## config.mk

```make
export PLATFORM = sky130hd
export DESIGN_NAME = timer_pwm_dual_capture
export DESIGN_NICKNAME = d
export VERILOG_FILES = /design/src/logic/timer_pwm_dual_capture.v
export VERILOG_INCLUDE_DIRS = /design/src /design/src/logic
export SDC_FILE = /design/constraint.sdc
export NUM_CORES = 1
export LEC_CHECK = 0
export BUFFER_PORTS_ARGS = -buffer_cell sky130_fd_sc_hd__buf_2
export CAP_MARGIN = 40
export CORE_ASPECT_RATIO = 1.2
export CORE_MARGIN = 5
export CORE_UTILIZATION = 58
export DETAILED_ROUTE_END_ITERATION = 16
export PLACE_DENSITY_LB_ADDON = 0.05
export SYNTH_ARGS = -nofsm -noshare
export SYNTH_HDL_FRONTEND = slang
export SYNTH_SLANG_ARGS = --single-unit
```

## constraint.sdc

```tcl
create_clock -name pclk -period 3.25 [get_ports pclk]
set_input_delay 0.65 -clock pclk [delete_from_list [all_inputs] [get_ports pclk]]
set_output_delay 0.65 -clock pclk [all_outputs]
set_load 0.01 [all_outputs]
```

## src/logic/timer_consts.vh

```
// Purpose: Register offsets, field positions, reset values and codes for the dual PWM and capture timer.
// Assumes: APB with 32-bit data, one register per aligned word.
// Notes: Definitions only.
`ifndef TIMER_CONSTS_VH
`define TIMER_CONSTS_VH
`define OFS_CTL0 12'h000
`define OFS_CTL1 12'h004
`define OFS_COUNT 12'h008
`define OFS_RELOAD 12'h00c
`define OFS_MATCH 12'h010
`define OFS_STATUS 12'h014
`define CTL0_MODE3 0
`define CTL0_ICFG_LO 1
`define CTL0_ICFG_HI 2
`define CTL0_CAPFLAG 3
`define CTL0_CLKSEL 4
`define CTL0_DB_LO 8
`define CTL0_DB_HI 15
`define CTL1_MODE_LO 0
`define CTL1_MODE_HI 2
`define CTL1_POL 3
`define CTL1_PRE_LO 4
`define CTL1_PRE_HI 6
`define CTL1_INSEL 7
`define CTL1_EN 8
`define MODE_DUAL_PWM 4'h8
`define MODE_CAPTURE 4'h4
`define MODE_CAP_RESTART 4'h9
`define ICFG_CAP_ONLY 2'h2
`define ICFG_RLD_ONLY 2'h3
`define COUNT_START 16'h0001
`define COUNT_RESET 16'h0000
`define RELOAD_RESET 16'hffff
`define DB_MAX 8'h80
`endif

```

## src/logic/timer_pwm_dual_capture.v

```verilog
// Purpose: 16-bit timer with complementary PWM with deadband, capture and capture with restart.
// Assumes: APB slave on pclk, inputs synchronous to pclk, pclk_en freezes all state.
// Notes: Interrupt request is a one-cycle pulse per qualifying event.
// Behaviour
// - Mode code 1000 selects complementary PWM.
// - Count equals match value toggles both outputs.
// - Reload: interrupt, count to 0001h, restore polarity level.
// - Polarity one: start high, low at match.
// - Polarity zero: start low, high at match.
// - Complement output inverts primary except deadband.
// - Deadband gap of 0 to 128 ticks.
// - Deadband and clock select in control zero.
// - Mode top bit lives in control zero.
// - Written start count affects first pass only.
// - Mode 0100 captures count on input edge.
// - Polarity bit selects capture edge.
// - Capture: interrupt, set flag, keep counting.
// - Capture reload: interrupt, clear flag, continue.
// - Mode 1001 capture stores, interrupts, restarts count.
// - Restart mode reload: interrupt, restart, clear flag.
// - Interrupt source field restricts capture interrupts.
// - Input zero from pin or event routing.
`include "timer_consts.vh"
`default_nettype none
module timer_pwm_dual_capture (
  // Clock, enable and reset.
  input wire pclk,
  input wire pclk_en,
  input wire presetn,
  // APB slave.
  input wire psel,
  input wire penable,
  input wire pwrite,
  input wire [11:0] paddr,
  input wire [31:0] pwdata,
  output reg [31:0] prdata,
  output wire pready,
  output wire pslverr,
  // Timer clock sources and input zero.
  input wire alt_tick,
  input wire pin_input,
  input wire event_input,
  // Outputs.
  output reg pwm_primary_output,
  output reg pwm_complement_output,
  output reg timer_irq
);
  reg [15:0] ctl0_reg;
  reg [8:0] ctl1_reg;
  reg [15:0] count_reg;
  reg [15:0] reload_reg;
  reg [15:0] match_capture_value_reg;
  reg capture_cause_flag_reg;
  reg [6:0] pre_reg;
  reg in_prev_reg;
  reg pwm_state_reg;
  reg [7:0] db_cnt_reg;
  reg run_reg;
  wire [3:0] operating_mode_select;
  wire output_edge_polarity;
  wire [1:0] interrupt_source_config;
  wire [7:0] deadband;
  wire enable;
  wire [2:0] pre_sel;
  wire [6:0] pre_limit;
  wire base_tick;
  wire tick;
  wire timer_in;
  wire edge_det;
  wire is_pwm;
  wire is_cap;
  wire is_caprs;
  wire reload_hit;
  wire match_hit;
  wire cap_evt;
  wire wr;
  wire rd;
  wire mapped;
  reg [15:0] count_next;
  reg pwm_state_next;
  reg [7:0] db_cnt_next;
  reg primary_next;
  reg complement_next;
  reg [31:0] rdata_next;
  wire [7:0] db_load;

  assign wr = psel & penable & pwrite & pclk_en;
  assign rd = psel & ~pwrite;
  assign pready = 1'b1;
  assign mapped = (paddr == `OFS_CTL0) | (paddr == `OFS_CTL1) | (paddr == `OFS_COUNT) |
    (paddr == `OFS_RELOAD) | (paddr == `OFS_MATCH) | (paddr == `OFS_STATUS);
  assign pslverr = psel & penable & ~mapped;

  // The top bit of the mode code sits in control zero.
  assign operating_mode_select = {ctl0_reg[`CTL0_MODE3], ctl1_reg[`CTL1_MODE_HI:`CTL1_MODE_LO]};
  assign output_edge_polarity = ctl1_reg[`CTL1_POL];
  assign interrupt_source_config = ctl0_reg[`CTL0_ICFG_HI:`CTL0_ICFG_LO];
  assign deadband = ctl0_reg[`CTL0_DB_HI:`CTL0_DB_LO];
  assign enable = ctl1_reg[`CTL1_EN];
  assign pre_sel = ctl1_reg[`CTL1_PRE_HI:`CTL1_PRE_LO];
  assign pre_limit = (7'h01 << pre_sel) - 7'h01;
  assign base_tick = ctl0_reg[`CTL0_CLKSEL] ? alt_tick : 1'b1;
  assign tick = run_reg & base_tick & (pre_reg == pre_limit);
  assign timer_in = ctl1_reg[`CTL1_INSEL] ? event_input : pin_input;
  // Rising edge when polarity is zero, falling edge when one.
  assign edge_det = output_edge_polarity ? (in_prev_reg & ~timer_in) : (~in_prev_reg & timer_in);
  assign is_pwm = operating_mode_select == `MODE_DUAL_PWM;
  assign is_cap = operating_mode_select == `MODE_CAPTURE;
  assign is_caprs = operating_mode_select == `MODE_CAP_RESTART;
  assign cap_evt = run_reg & (is_cap | is_caprs) & edge_det;
  assign reload_hit = tick & (count_reg == reload_reg);
  assign match_hit = tick & (count_reg == match_capture_value_reg);
  // Deadband length is clamped to 128 timer clock ticks.
  assign db_load = (deadband > `DB_MAX) ? `DB_MAX : deadband;

  // Next count: PWM and restart-mode reloads and restart captures go to 0001h.
  always @* begin
    count_next = count_reg;
    if (is_caprs & cap_evt) begin
      count_next = `COUNT_START;
    end else if (reload_hit & (is_pwm | is_caprs)) begin
      count_next = `COUNT_START;
    end else if (tick) begin
      count_next = count_reg + 16'h0001;
    end
  end

  // PWM level: reload restores the polarity level, match toggles.
  always @* begin
    pwm_state_next = pwm_state_reg;
    if (!run_reg) begin
      pwm_state_next = output_edge_polarity;
    end else if (is_pwm & reload_hit) begin
      pwm_state_next = output_edge_polarity;
    end else if (is_pwm & match_hit) begin
      pwm_state_next = ~pwm_state_reg;
    end
  end

  // Input history for the edge detector and the enable, one cycle late.
  always @(posedge pclk or negedge presetn) begin
    if (!presetn) begin
      in_prev_reg <= 1'b0;
      run_reg <= 1'b0;
    end else if (pclk_en) begin
      in_prev_reg <= timer_in;
      // Enabling through control one starts counting.
      run_reg <= enable;
    end
  end

  // Prescaler: divides the base tick by a power of two.
  always @(posedge pclk or negedge presetn) begin
    if (!presetn) begin
      pre_reg <= 7'h00;
    end else if (pclk_en) begin
      if (run_reg & base_tick) begin
        if (pre_reg == pre_limit) begin
          pre_reg <= 7'h00;
        end else begin
          pre_reg <= pre_reg + 7'h01;
        end
      end
    end
  end

  // Control zero holds the deadband, clock select, interrupt source and top mode bit.
  always @(posedge pclk or negedge presetn) begin
    if (!presetn) begin
      ctl0_reg <= 16'h0000;
    end else if (pclk_en) begin
      if (wr & (paddr == `OFS_CTL0)) begin
        ctl0_reg <= pwdata[15:0];
      end
    end
  end

  // Control one holds the low mode bits, polarity, prescale, input select and enable.
  always @(posedge pclk or negedge presetn) begin
    if (!presetn) begin
      ctl1_reg <= 9'h000;
    end else if (pclk_en) begin
      if (wr & (paddr == `OFS_CTL1)) begin
        ctl1_reg <= pwdata[8:0];
      end
    end
  end

  // Reload value written by software.
  always @(posedge pclk or negedge presetn) begin
    if (!presetn) begin
      reload_reg <= `RELOAD_RESET;
    end else if (pclk_en) begin
      if (wr & (paddr == `OFS_RELOAD)) begin
        reload_reg <= pwdata[15:0];
      end
    end
  end

  // Count: a software write sets the start of the first pass only.
  always @(posedge pclk or negedge presetn) begin
    if (!presetn) begin
      count_reg <= `COUNT_START;
    end else if (pclk_en) begin
      if (wr & (paddr == `OFS_COUNT)) begin
        count_reg <= pwdata[15:0];
      end else begin
        count_reg <= count_next;
      end
    end
  end

  // Match or capture value: a capture in the same cycle wins over a write.
  always @(posedge pclk or negedge presetn) begin
    if (!presetn) begin
      match_capture_value_reg <= `COUNT_RESET;
    end else if (pclk_en) begin
      if (cap_evt) begin
        match_capture_value_reg <= count_reg;
      end else if (wr & (paddr == `OFS_MATCH)) begin
        match_capture_value_reg <= pwdata[15:0];
      end
    end
  end

  // Capture cause flag: set by a capture, cleared by a reload; the set wins.
  always @(posedge pclk or negedge presetn) begin
    if (!presetn) begin
      capture_cause_flag_reg <= 1'b0;
    end else if (pclk_en) begin
      if (cap_evt) begin
        capture_cause_flag_reg <= 1'b1;
      end else if (reload_hit & (is_cap | is_caprs)) begin
        capture_cause_flag_reg <= 1'b0;
      end
    end
  end

  // Interrupt: a one-cycle pulse per qualifying event.
  always @(posedge pclk or negedge presetn) begin
    if (!presetn) begin
      timer_irq <= 1'b0;
    end else if (pclk_en) begin
      if (cap_evt) begin
        timer_irq <= interrupt_source_config != `ICFG_RLD_ONLY;
      end else if (reload_hit & (is_cap | is_caprs)) begin
        timer_irq <= interrupt_source_config != `ICFG_CAP_ONLY;
      end else if (reload_hit & is_pwm) begin
        timer_irq <= 1'b1;
      end else begin
        timer_irq <= 1'b0;
      end
    end
  end

  // Internal PWM level before the deadband.
  always @(posedge pclk or negedge presetn) begin
    if (!presetn) begin
      pwm_state_reg <= 1'b0;
    end else if (pclk_en) begin
      pwm_state_reg <= pwm_state_next;
    end
  end

  // Deadband counter: loaded on every level change, counts timer clock ticks.
  always @* begin
    db_cnt_next = db_cnt_reg;
    if (!run_reg) begin
      db_cnt_next = 8'h00;
    end else if (pwm_state_next != pwm_state_reg) begin
      db_cnt_next = db_load;
    end else if ((db_cnt_reg != 8'h00) & base_tick) begin
      db_cnt_next = db_cnt_reg - 8'h01;
    end
  end

  always @(posedge pclk or negedge presetn) begin
    if (!presetn) begin
      db_cnt_reg <= 8'h00;
    end else if (pclk_en) begin
      db_cnt_reg <= db_cnt_next;
    end
  end

  // Output levels: with a nonzero deadband both drop on a change and the new level shows after the gap.
  always @* begin
    primary_next = pwm_primary_output;
    complement_next = pwm_complement_output;
    if (!run_reg) begin
      primary_next = output_edge_polarity;
      complement_next = is_pwm & ~output_edge_polarity;
    end else if (pwm_state_next != pwm_state_reg) begin
      if (db_load == 8'h00) begin
        primary_next = pwm_state_next;
        complement_next = is_pwm & ~pwm_state_next;
      end else begin
        primary_next = 1'b0;
        complement_next = 1'b0;
      end
    end else if (db_cnt_reg != 8'h00) begin
      if ((db_cnt_reg == 8'h01) & base_tick) begin
        primary_next = pwm_state_reg;
        complement_next = is_pwm & ~pwm_state_reg;
      end
    end else begin
      primary_next = pwm_state_reg;
      complement_next = is_pwm & ~pwm_state_reg;
    end
  end

  // Both outputs come from flip-flops.
  always @(posedge pclk or negedge presetn) begin
    if (!presetn) begin
      pwm_primary_output <= 1'b0;
      pwm_complement_output <= 1'b0;
    end else if (pclk_en) begin
      pwm_primary_output <= primary_next;
      pwm_complement_output <= complement_next;
    end
  end

  always @(posedge pclk or negedge presetn) begin
    if (!presetn) begin
      prdata <= 32'h00000000;
    end else if (pclk_en & rd & ~penable) begin
      case (paddr)
        `OFS_CTL0: begin
          prdata <= {16'h0000, ctl0_reg[15:4], capture_cause_flag_reg, ctl0_reg[2:0]};
        end
        `OFS_CTL1: begin
          prdata <= {23'h000000, ctl1_reg};
        end
        `OFS_COUNT: begin
          prdata <= {16'h0000, count_reg};
        end
        `OFS_RELOAD: begin
          prdata <= {16'h0000, reload_reg};
        end
        `OFS_MATCH: begin
          prdata <= {16'h0000, match_capture_value_reg};
        end
        `OFS_STATUS: begin
          prdata <= {29'h00000000, pwm_complement_output, pwm_primary_output, capture_cause_flag_reg};
        end
        default: begin
          prdata <= 32'h00000000;
        end
      endcase
    end
  end
endmodule // timer_pwm_dual_capture
`default_nettype wire

```

---- After elaboration in Yosys (flattened, before gate mapping) ----
Cells that the tools add are included.
cells by class
  equal/unequal tests ..................... 17
  multiplexer cells ....................... 33
  $add $sub $neg .......................... 4
  magnitude comparators ................... 1
  shift-type cells ........................ 1
  reduce and logical (&&, ||, !) cells .... 15
  bitwise operators ....................... 45
operators with widths
  operator                                                            number
  16-bit 2-to-1 mux                                                   6
  16-bit case mux with 6 select lines                                 1
  16-bit == test                                                      2
  8-bit 2-to-1 mux                                                    4
  1-bit bitwise AND                                                   30
  12-bit by 4-bit == test with 1-bit output, second input constant    2
  12-bit by 5-bit == test with 1-bit output, second input constant    2
  1-bit 2-to-1 mux                                                    21
  2-bit AND reduction                                                 9
  16-bit by 1-bit adder with 16-bit output, second input constant     1
  12-bit by 3-bit == test with 1-bit output, second input constant    1
  12-bit logical NOT                                                  1
  4-bit == test, second input constant                                2
  8-bit by 1-bit == test with 1-bit output, second input constant     1
  8-bit > comparator, second input constant                           1
  8-bit logical NOT                                                   1
  1-bit inverter                                                      8
  8-bit nonzero test                                                  1
  8-bit by 1-bit subtractor with 8-bit output, second input constant  1
  7-bit by 1-bit adder with 7-bit output, second input constant       1
  7-bit == test                                                       1
  7-bit 2-to-1 mux                                                    1
  1-bit bitwise OR                                                    7
  1-bit by 3-bit << shifter with 7-bit output, first input constant   1
  other kinds (8)                                                     10
word-level totals
  input port bits ......................... 53
  register bits ........................... 127
  output and inout bits ................... 37

---- Longest topological paths before layout ----
  word-level depth ........................ 14
  gate-level depth with buffers ........... 11
  depth with buffers taken out ............ 9

---- Least setup slack after synthesis ----
No wires, ideal clock.
  path kind ............................... input to register
  start point ............................. input paddr[8]
  end point ............................... register count_reg[5]
  buffers on the path ..................... 3
  data required time ...................... 3.111 ns
  path slack .............................. 0.310 ns
  cell stages on the path ................. 10
  arrival time ............................ 2.801 ns
  cell sequence ........................... or4_1 > nor4_2 > and3_1 > buf_2 > and2_1 > clkbuf_1 > clkbuf_1 > a211oi_1 > o21ai_0 > o211ai_1
on the way
  cells in the longest elaborated chain, start to end .. 4
  elaborated cells on any way between the ends .. 5
  classes of those cells .................. eq/ne: 1; mux: 1; bitwise: 1; reduce/logical: 2
ends and longest elaborated chain
  element                                      line                          source
  from (decl)                                  timer_pwm_dual_capture.v:34   input wire [11:0] paddr,
  12-bit by 4-bit == test with 1-bit output *  --
  1-bit bitwise AND *                          timer_pwm_dual_capture.v:205  if (wr & (paddr == `OFS_COUNT)) begin
  4-bit nonzero test (no line)                 --
  2-bit AND reduction (no line)                --
  to (signal assigned)                         timer_pwm_dual_capture.v:203  count_reg <= `COUNT_START;
  to (signal assigned)                         timer_pwm_dual_capture.v:206  count_reg <= pwdata[15:0];
  to (signal assigned)                         timer_pwm_dual_capture.v:208  count_reg <= count_next;
  to (decl)                                    timer_pwm_dual_capture.v:50   reg [15:0] count_reg;
Mark *: on every way between the ends. The rest lies on a longest branch, timed or not.
A chain may end at the register's enable or synchronous reset.

---- Final worst setup path ----
  start point ............................. register reload_reg[9]
  end point ............................... register db_cnt_reg[6]
on the way
  cells in the longest elaborated chain, start to end .. 8
  elaborated cells on any way between the ends .. 10
  classes of those cells .................. eq/ne: 3; mux: 4; bitwise: 2; reduce/logical: 1
ends and longest elaborated chain
  element                                                                                        line                          source
  from (decl)                                                                                    timer_pwm_dual_capture.v:51   reg [15:0] reload_reg;
  from (signal assigned)                                                                         timer_pwm_dual_capture.v:192  reload_reg <= `RELOAD_RESET;
  from (signal assigned)                                                                         timer_pwm_dual_capture.v:195  reload_reg <= pwdata[15:0];
  16-bit == test *                                                                               timer_pwm_dual_capture.v:111  assign reload_hit = tick & (count_reg == reload_reg);
  1-bit bitwise AND *                                                                            timer_pwm_dual_capture.v:111
  1-bit bitwise AND *                                                                            timer_pwm_dual_capture.v:133  end else if (is_pwm & reload_hit) begin
  1-bit 2-to-1 mux *                                                                             timer_pwm_dual_capture.v:133
  1-bit 2-to-1 mux *                                                                             timer_pwm_dual_capture.v:131  if (!run_reg) begin
  1-bit != test *                                                                                timer_pwm_dual_capture.v:270  end else if (pwm_state_next != pwm_state_reg) begin
  3-bit by 1-bit != test with 1-bit output (no line) / 8-bit 2-to-1 mux (equally long branches)  --
  2-bit AND reduction (no line) / 8-bit 2-to-1 mux (equally long branches)                       --
  to (signal assigned)                                                                           timer_pwm_dual_capture.v:281  db_cnt_reg <= db_cnt_next;
  to (decl)                                                                                      timer_pwm_dual_capture.v:57   reg [7:0] db_cnt_reg;
Marks and branches as above.

==> key figures <==
Layout
  • Sequential cell area: 0.002774 sq mm
  • Layout Nets: 796
  • Multi-input logic area: 0.003420 sq mm
  • # fillers: 930
  • Final Util: 66.10%
  • Final cell area excluding filler cells: 0.007295 sq mm
  • Share of layout cells above drive strength 1: 25.03%
  • Ant. Diodes: 0
  • Layout area overhead: 12.03%
  • Final non-filler cell total: 875

Global route
  • Pin count of the biggest net entering global routing: 49
  • GR Util All Layers: 27.33%
  • Grt total ovfl: 0
  • First-pass GRT wire length: about 29000 um
  • Initial antenna violation count: 0
  • Vias in the first global route: 5289

Yosys
  • Synth Cell Area: 0.006511 sq mm
  • Prevailing post-synth register cell: dfrtp_1
  • Register area share after synthesis: 42.60%
  • Synth warnings: 0
  • Synth cell types: 61
  • Avg Cell Area, Syn: 9.533 sq um
  • Flops & latches, synth: 110
  • Post-synth EDFFs: 0
  • Cell count after synthesis: 683
  • Ys async rst share: between 90% and 100%

Clocking
  • H-tree depth: 3
  • Root Buffer: clkbuf_16
  • Post-CTS Hold Buffers: 0
  • Clock transition at the registers of the reported paths: ~70 ps
  • Sink Count: 110
  • Clk_lat worst skew: approximately 350 ps
  • CTS buffer count: 9
  • Maximum root-to-sink buffer count: 2
  • # Post-CTS Setup Buffers: 0
  • CTS-repair resized insts: 0
  • CTS tree: done

STA
  • Hold slack: 275.8 ps
  • Final min period: 2986 ps
  • Post-Route Setup TNS: 0 ps
  • Worst Skew: 6.397 ps
  • Slew Limit Fails: 0
  • Slew margin rel.: a little under half
  • Fin crit share: 91.88%
  • Slew @ Worst Pin: between 700 and 800 ps
  • Max Freq: roughly 0.33 GHz
  • Worst setup margin: 264.0 ps
  • Final Hold Viols: 0
  • RSZ-0062 raised after global routing: false
  • Setup-failing EPs final: 0

Detailed routing
  • DR WL/cell: 20.64 um
  • ANT nets after route: 0
  • Vias per cell: about 6.4
  • Drt first pass iters: 6
  • Number of remaining DRC errors: 0
  • Routed WL: 18060 um
  • Drt first-iter violations: 531
  • Via Count: roughly 5600

Outcome
  • Outcome: completed

Die
  • Row count: 42
  • Die area: 0.01345 sq mm
  • Initial Utilization: just under 60%
  • Die span in y: 126.1 um
  • I/O Pins: 90
  • Die width: 106.7 um
  • Core area: 0.01104 sq mm

Placed design
  • Area after DPL: roughly 0.0070 sq mm
  • Placed Cells: 859
  • PortBufs: between 50 and 60
  • Dpl hpwl: 13360 um
  • Placer Congestion: 0.9075
  • Pre-CTS setup slack: 163.6 ps

Critical path
  • CP Class: reg -> reg
  • Worst setup EP type: register
  • Crit path launch type: register
  • Buf/Inv on CP: 2
  • Max stage delay cell, worst path: dfstp_2
  • Crit path max-delay family: simple AND/OR/NAND/NOR gates
  • Crit Path Max Fanout: 8
  • Max incr delay on CP: about 560 ps
  • Worst EP arrival: 3220 ps
  • CP Data Required Time: 3480 ps
  • Critical Path, Cell by Cell: xor2_1 > nor4_1 > buf_4 > nand4_1 > or3_1 > a2111oi_2 > a211oi_1 > buf_2 > a221o_1

Power and ir drop
  • Total power: 2.555 mW
  • PwrDens: between 300 and 400 mW/mm^2
  • Worst IR Drop VDD: 249.7 uV
  • Leakage: 3.515 nW

Worst hold path
  • Hold crit path type: in -> async

Run
  • Max-Cap Viols: 0
## layer usage
metal / vias up / wire (um) / global-route usage (%)
met5: - / 0 / 0
met3: 39 / 1079 / 4.350
li1: 2559 / - / -
met1: 2783 / 7600 / 37.02
met4: 0 / 509 / 10.91
met2: 217 / 8866 / 44.00
## worst paths after layout
path / startpoint / endpoint / slack, ps / cells past startpoint
worst max-delay path: reload_reg[9] / db_cnt_reg[6] / 260 / 9
worst min-delay path: presetn / db_cnt_reg[5] / 280 / 1
worst max register to register: reload_reg[9] / db_cnt_reg[6] / 260 / 9
worst min register to register: prdata[1] / prdata[1] / 480 / 2
max in group asynchronous: presetn / in_prev_reg / 2180 / 3
min in group pclk: prdata[1] / prdata[1] / 480 / 2
## cell usage in the layout (no fill, tap or decap), drive strengths merged, types with 6 or more instances in the layout
cell type	instances
nand4	8
o211ai	8
nand3	28
a222oi	13
xnor2	20
inv	11
nor3	11
nor2	39
xor2	19
o311ai	10
conb	17
a211oi	9
clkbuf	12
nor4	10
or3	12
a22o	13
mux2	41
nor2b	10
mux2i	17
and3	6
a21oi	42
dfrtp	93
o21ai	33
buf	98
a22oi	9
nand2	81
dfstp	17
## synthesized netlist by cell type, types with 5 or more instances
cell	number	share of area, %
mux2_2	41	7.1
inv_1	10	0.58
a222oi_1	13	2.0
nor2b_1	10	0.96
ha_1	5	0.96
clkbuf_1	45	2.6
xor2_1	19	2.6
a22o_1	13	1.7
nor3_1	10	0.77
and3_1	6	0.58
o311ai_0	9	1.2
a22oi_1	9	1.0
dfstp_2	17	6.9
nand2_1	81	4.7
dfrtp_1	93	36
nor2_1	39	2.2
a211oi_1	9	1.0
o21ai_0	31	2.4
or3_1	12	1.2
a21oi_1	42	3.2
nand2b_1	5	0.48
o211ai_1	8	0.92
buf_4	17	2.0
nand3_1	27	2.1
mux2i_1	17	2.6
nor4_1	9	0.86
xnor2_1	20	2.7
nand4_1	8	0.77
## area by class of cell
| type | count | share of cell area (%) |
|---|---|---|
| clock buffer | 12 | 3.379 |
| clock inverter | 4 | 0.4288 |
| inverter | 10 | 0.5146 |
| multi-input combinational | 509 | 46.88 |
| sequential | 110 | 38.03 |
| tap | 132 | 2.264 |
| timing repair buffer | 98 | 8.508 |
## cells by family (layout without fill, tap and decap cells)
group | count (synthesis) | count (layout) | synth area share (%)
and+or+nand+nor | 228 | 228 | 17.31
AOI/OAI and AO/OA | 159 | 159 | 17.18
DFF | 110 | 110 | 42.60
buffers and inverters | 79 | 124 | 5.842
muxes | 61 | 61 | 10.74
xor gates and xnor gates | 39 | 39 | 5.246
adders and majority gates | 5 | 5 | 0.9608
other | 2 | 17 | 0.1153
## power breakdown
part | switching [mW] | internal [mW] | total (mW)
Sequential | 0.00366 | 1.37 | 1.38
Clock | 0.509 | 0.547 | 1.06
Combinational | 0.0863 | 0.0377 | 0.124
## worst register-to-register path, cell delays in order, from the launching register on
cell and delay [ps]:
dfstp_2 560, xor2_1 70, nor4_1 300, buf_4 170, nand4_1 220, or3_1 480
a2111oi_2 420, a211oi_1 90, buf_2 190, a221o_1 360
Power figures use the tool's default switching activity.
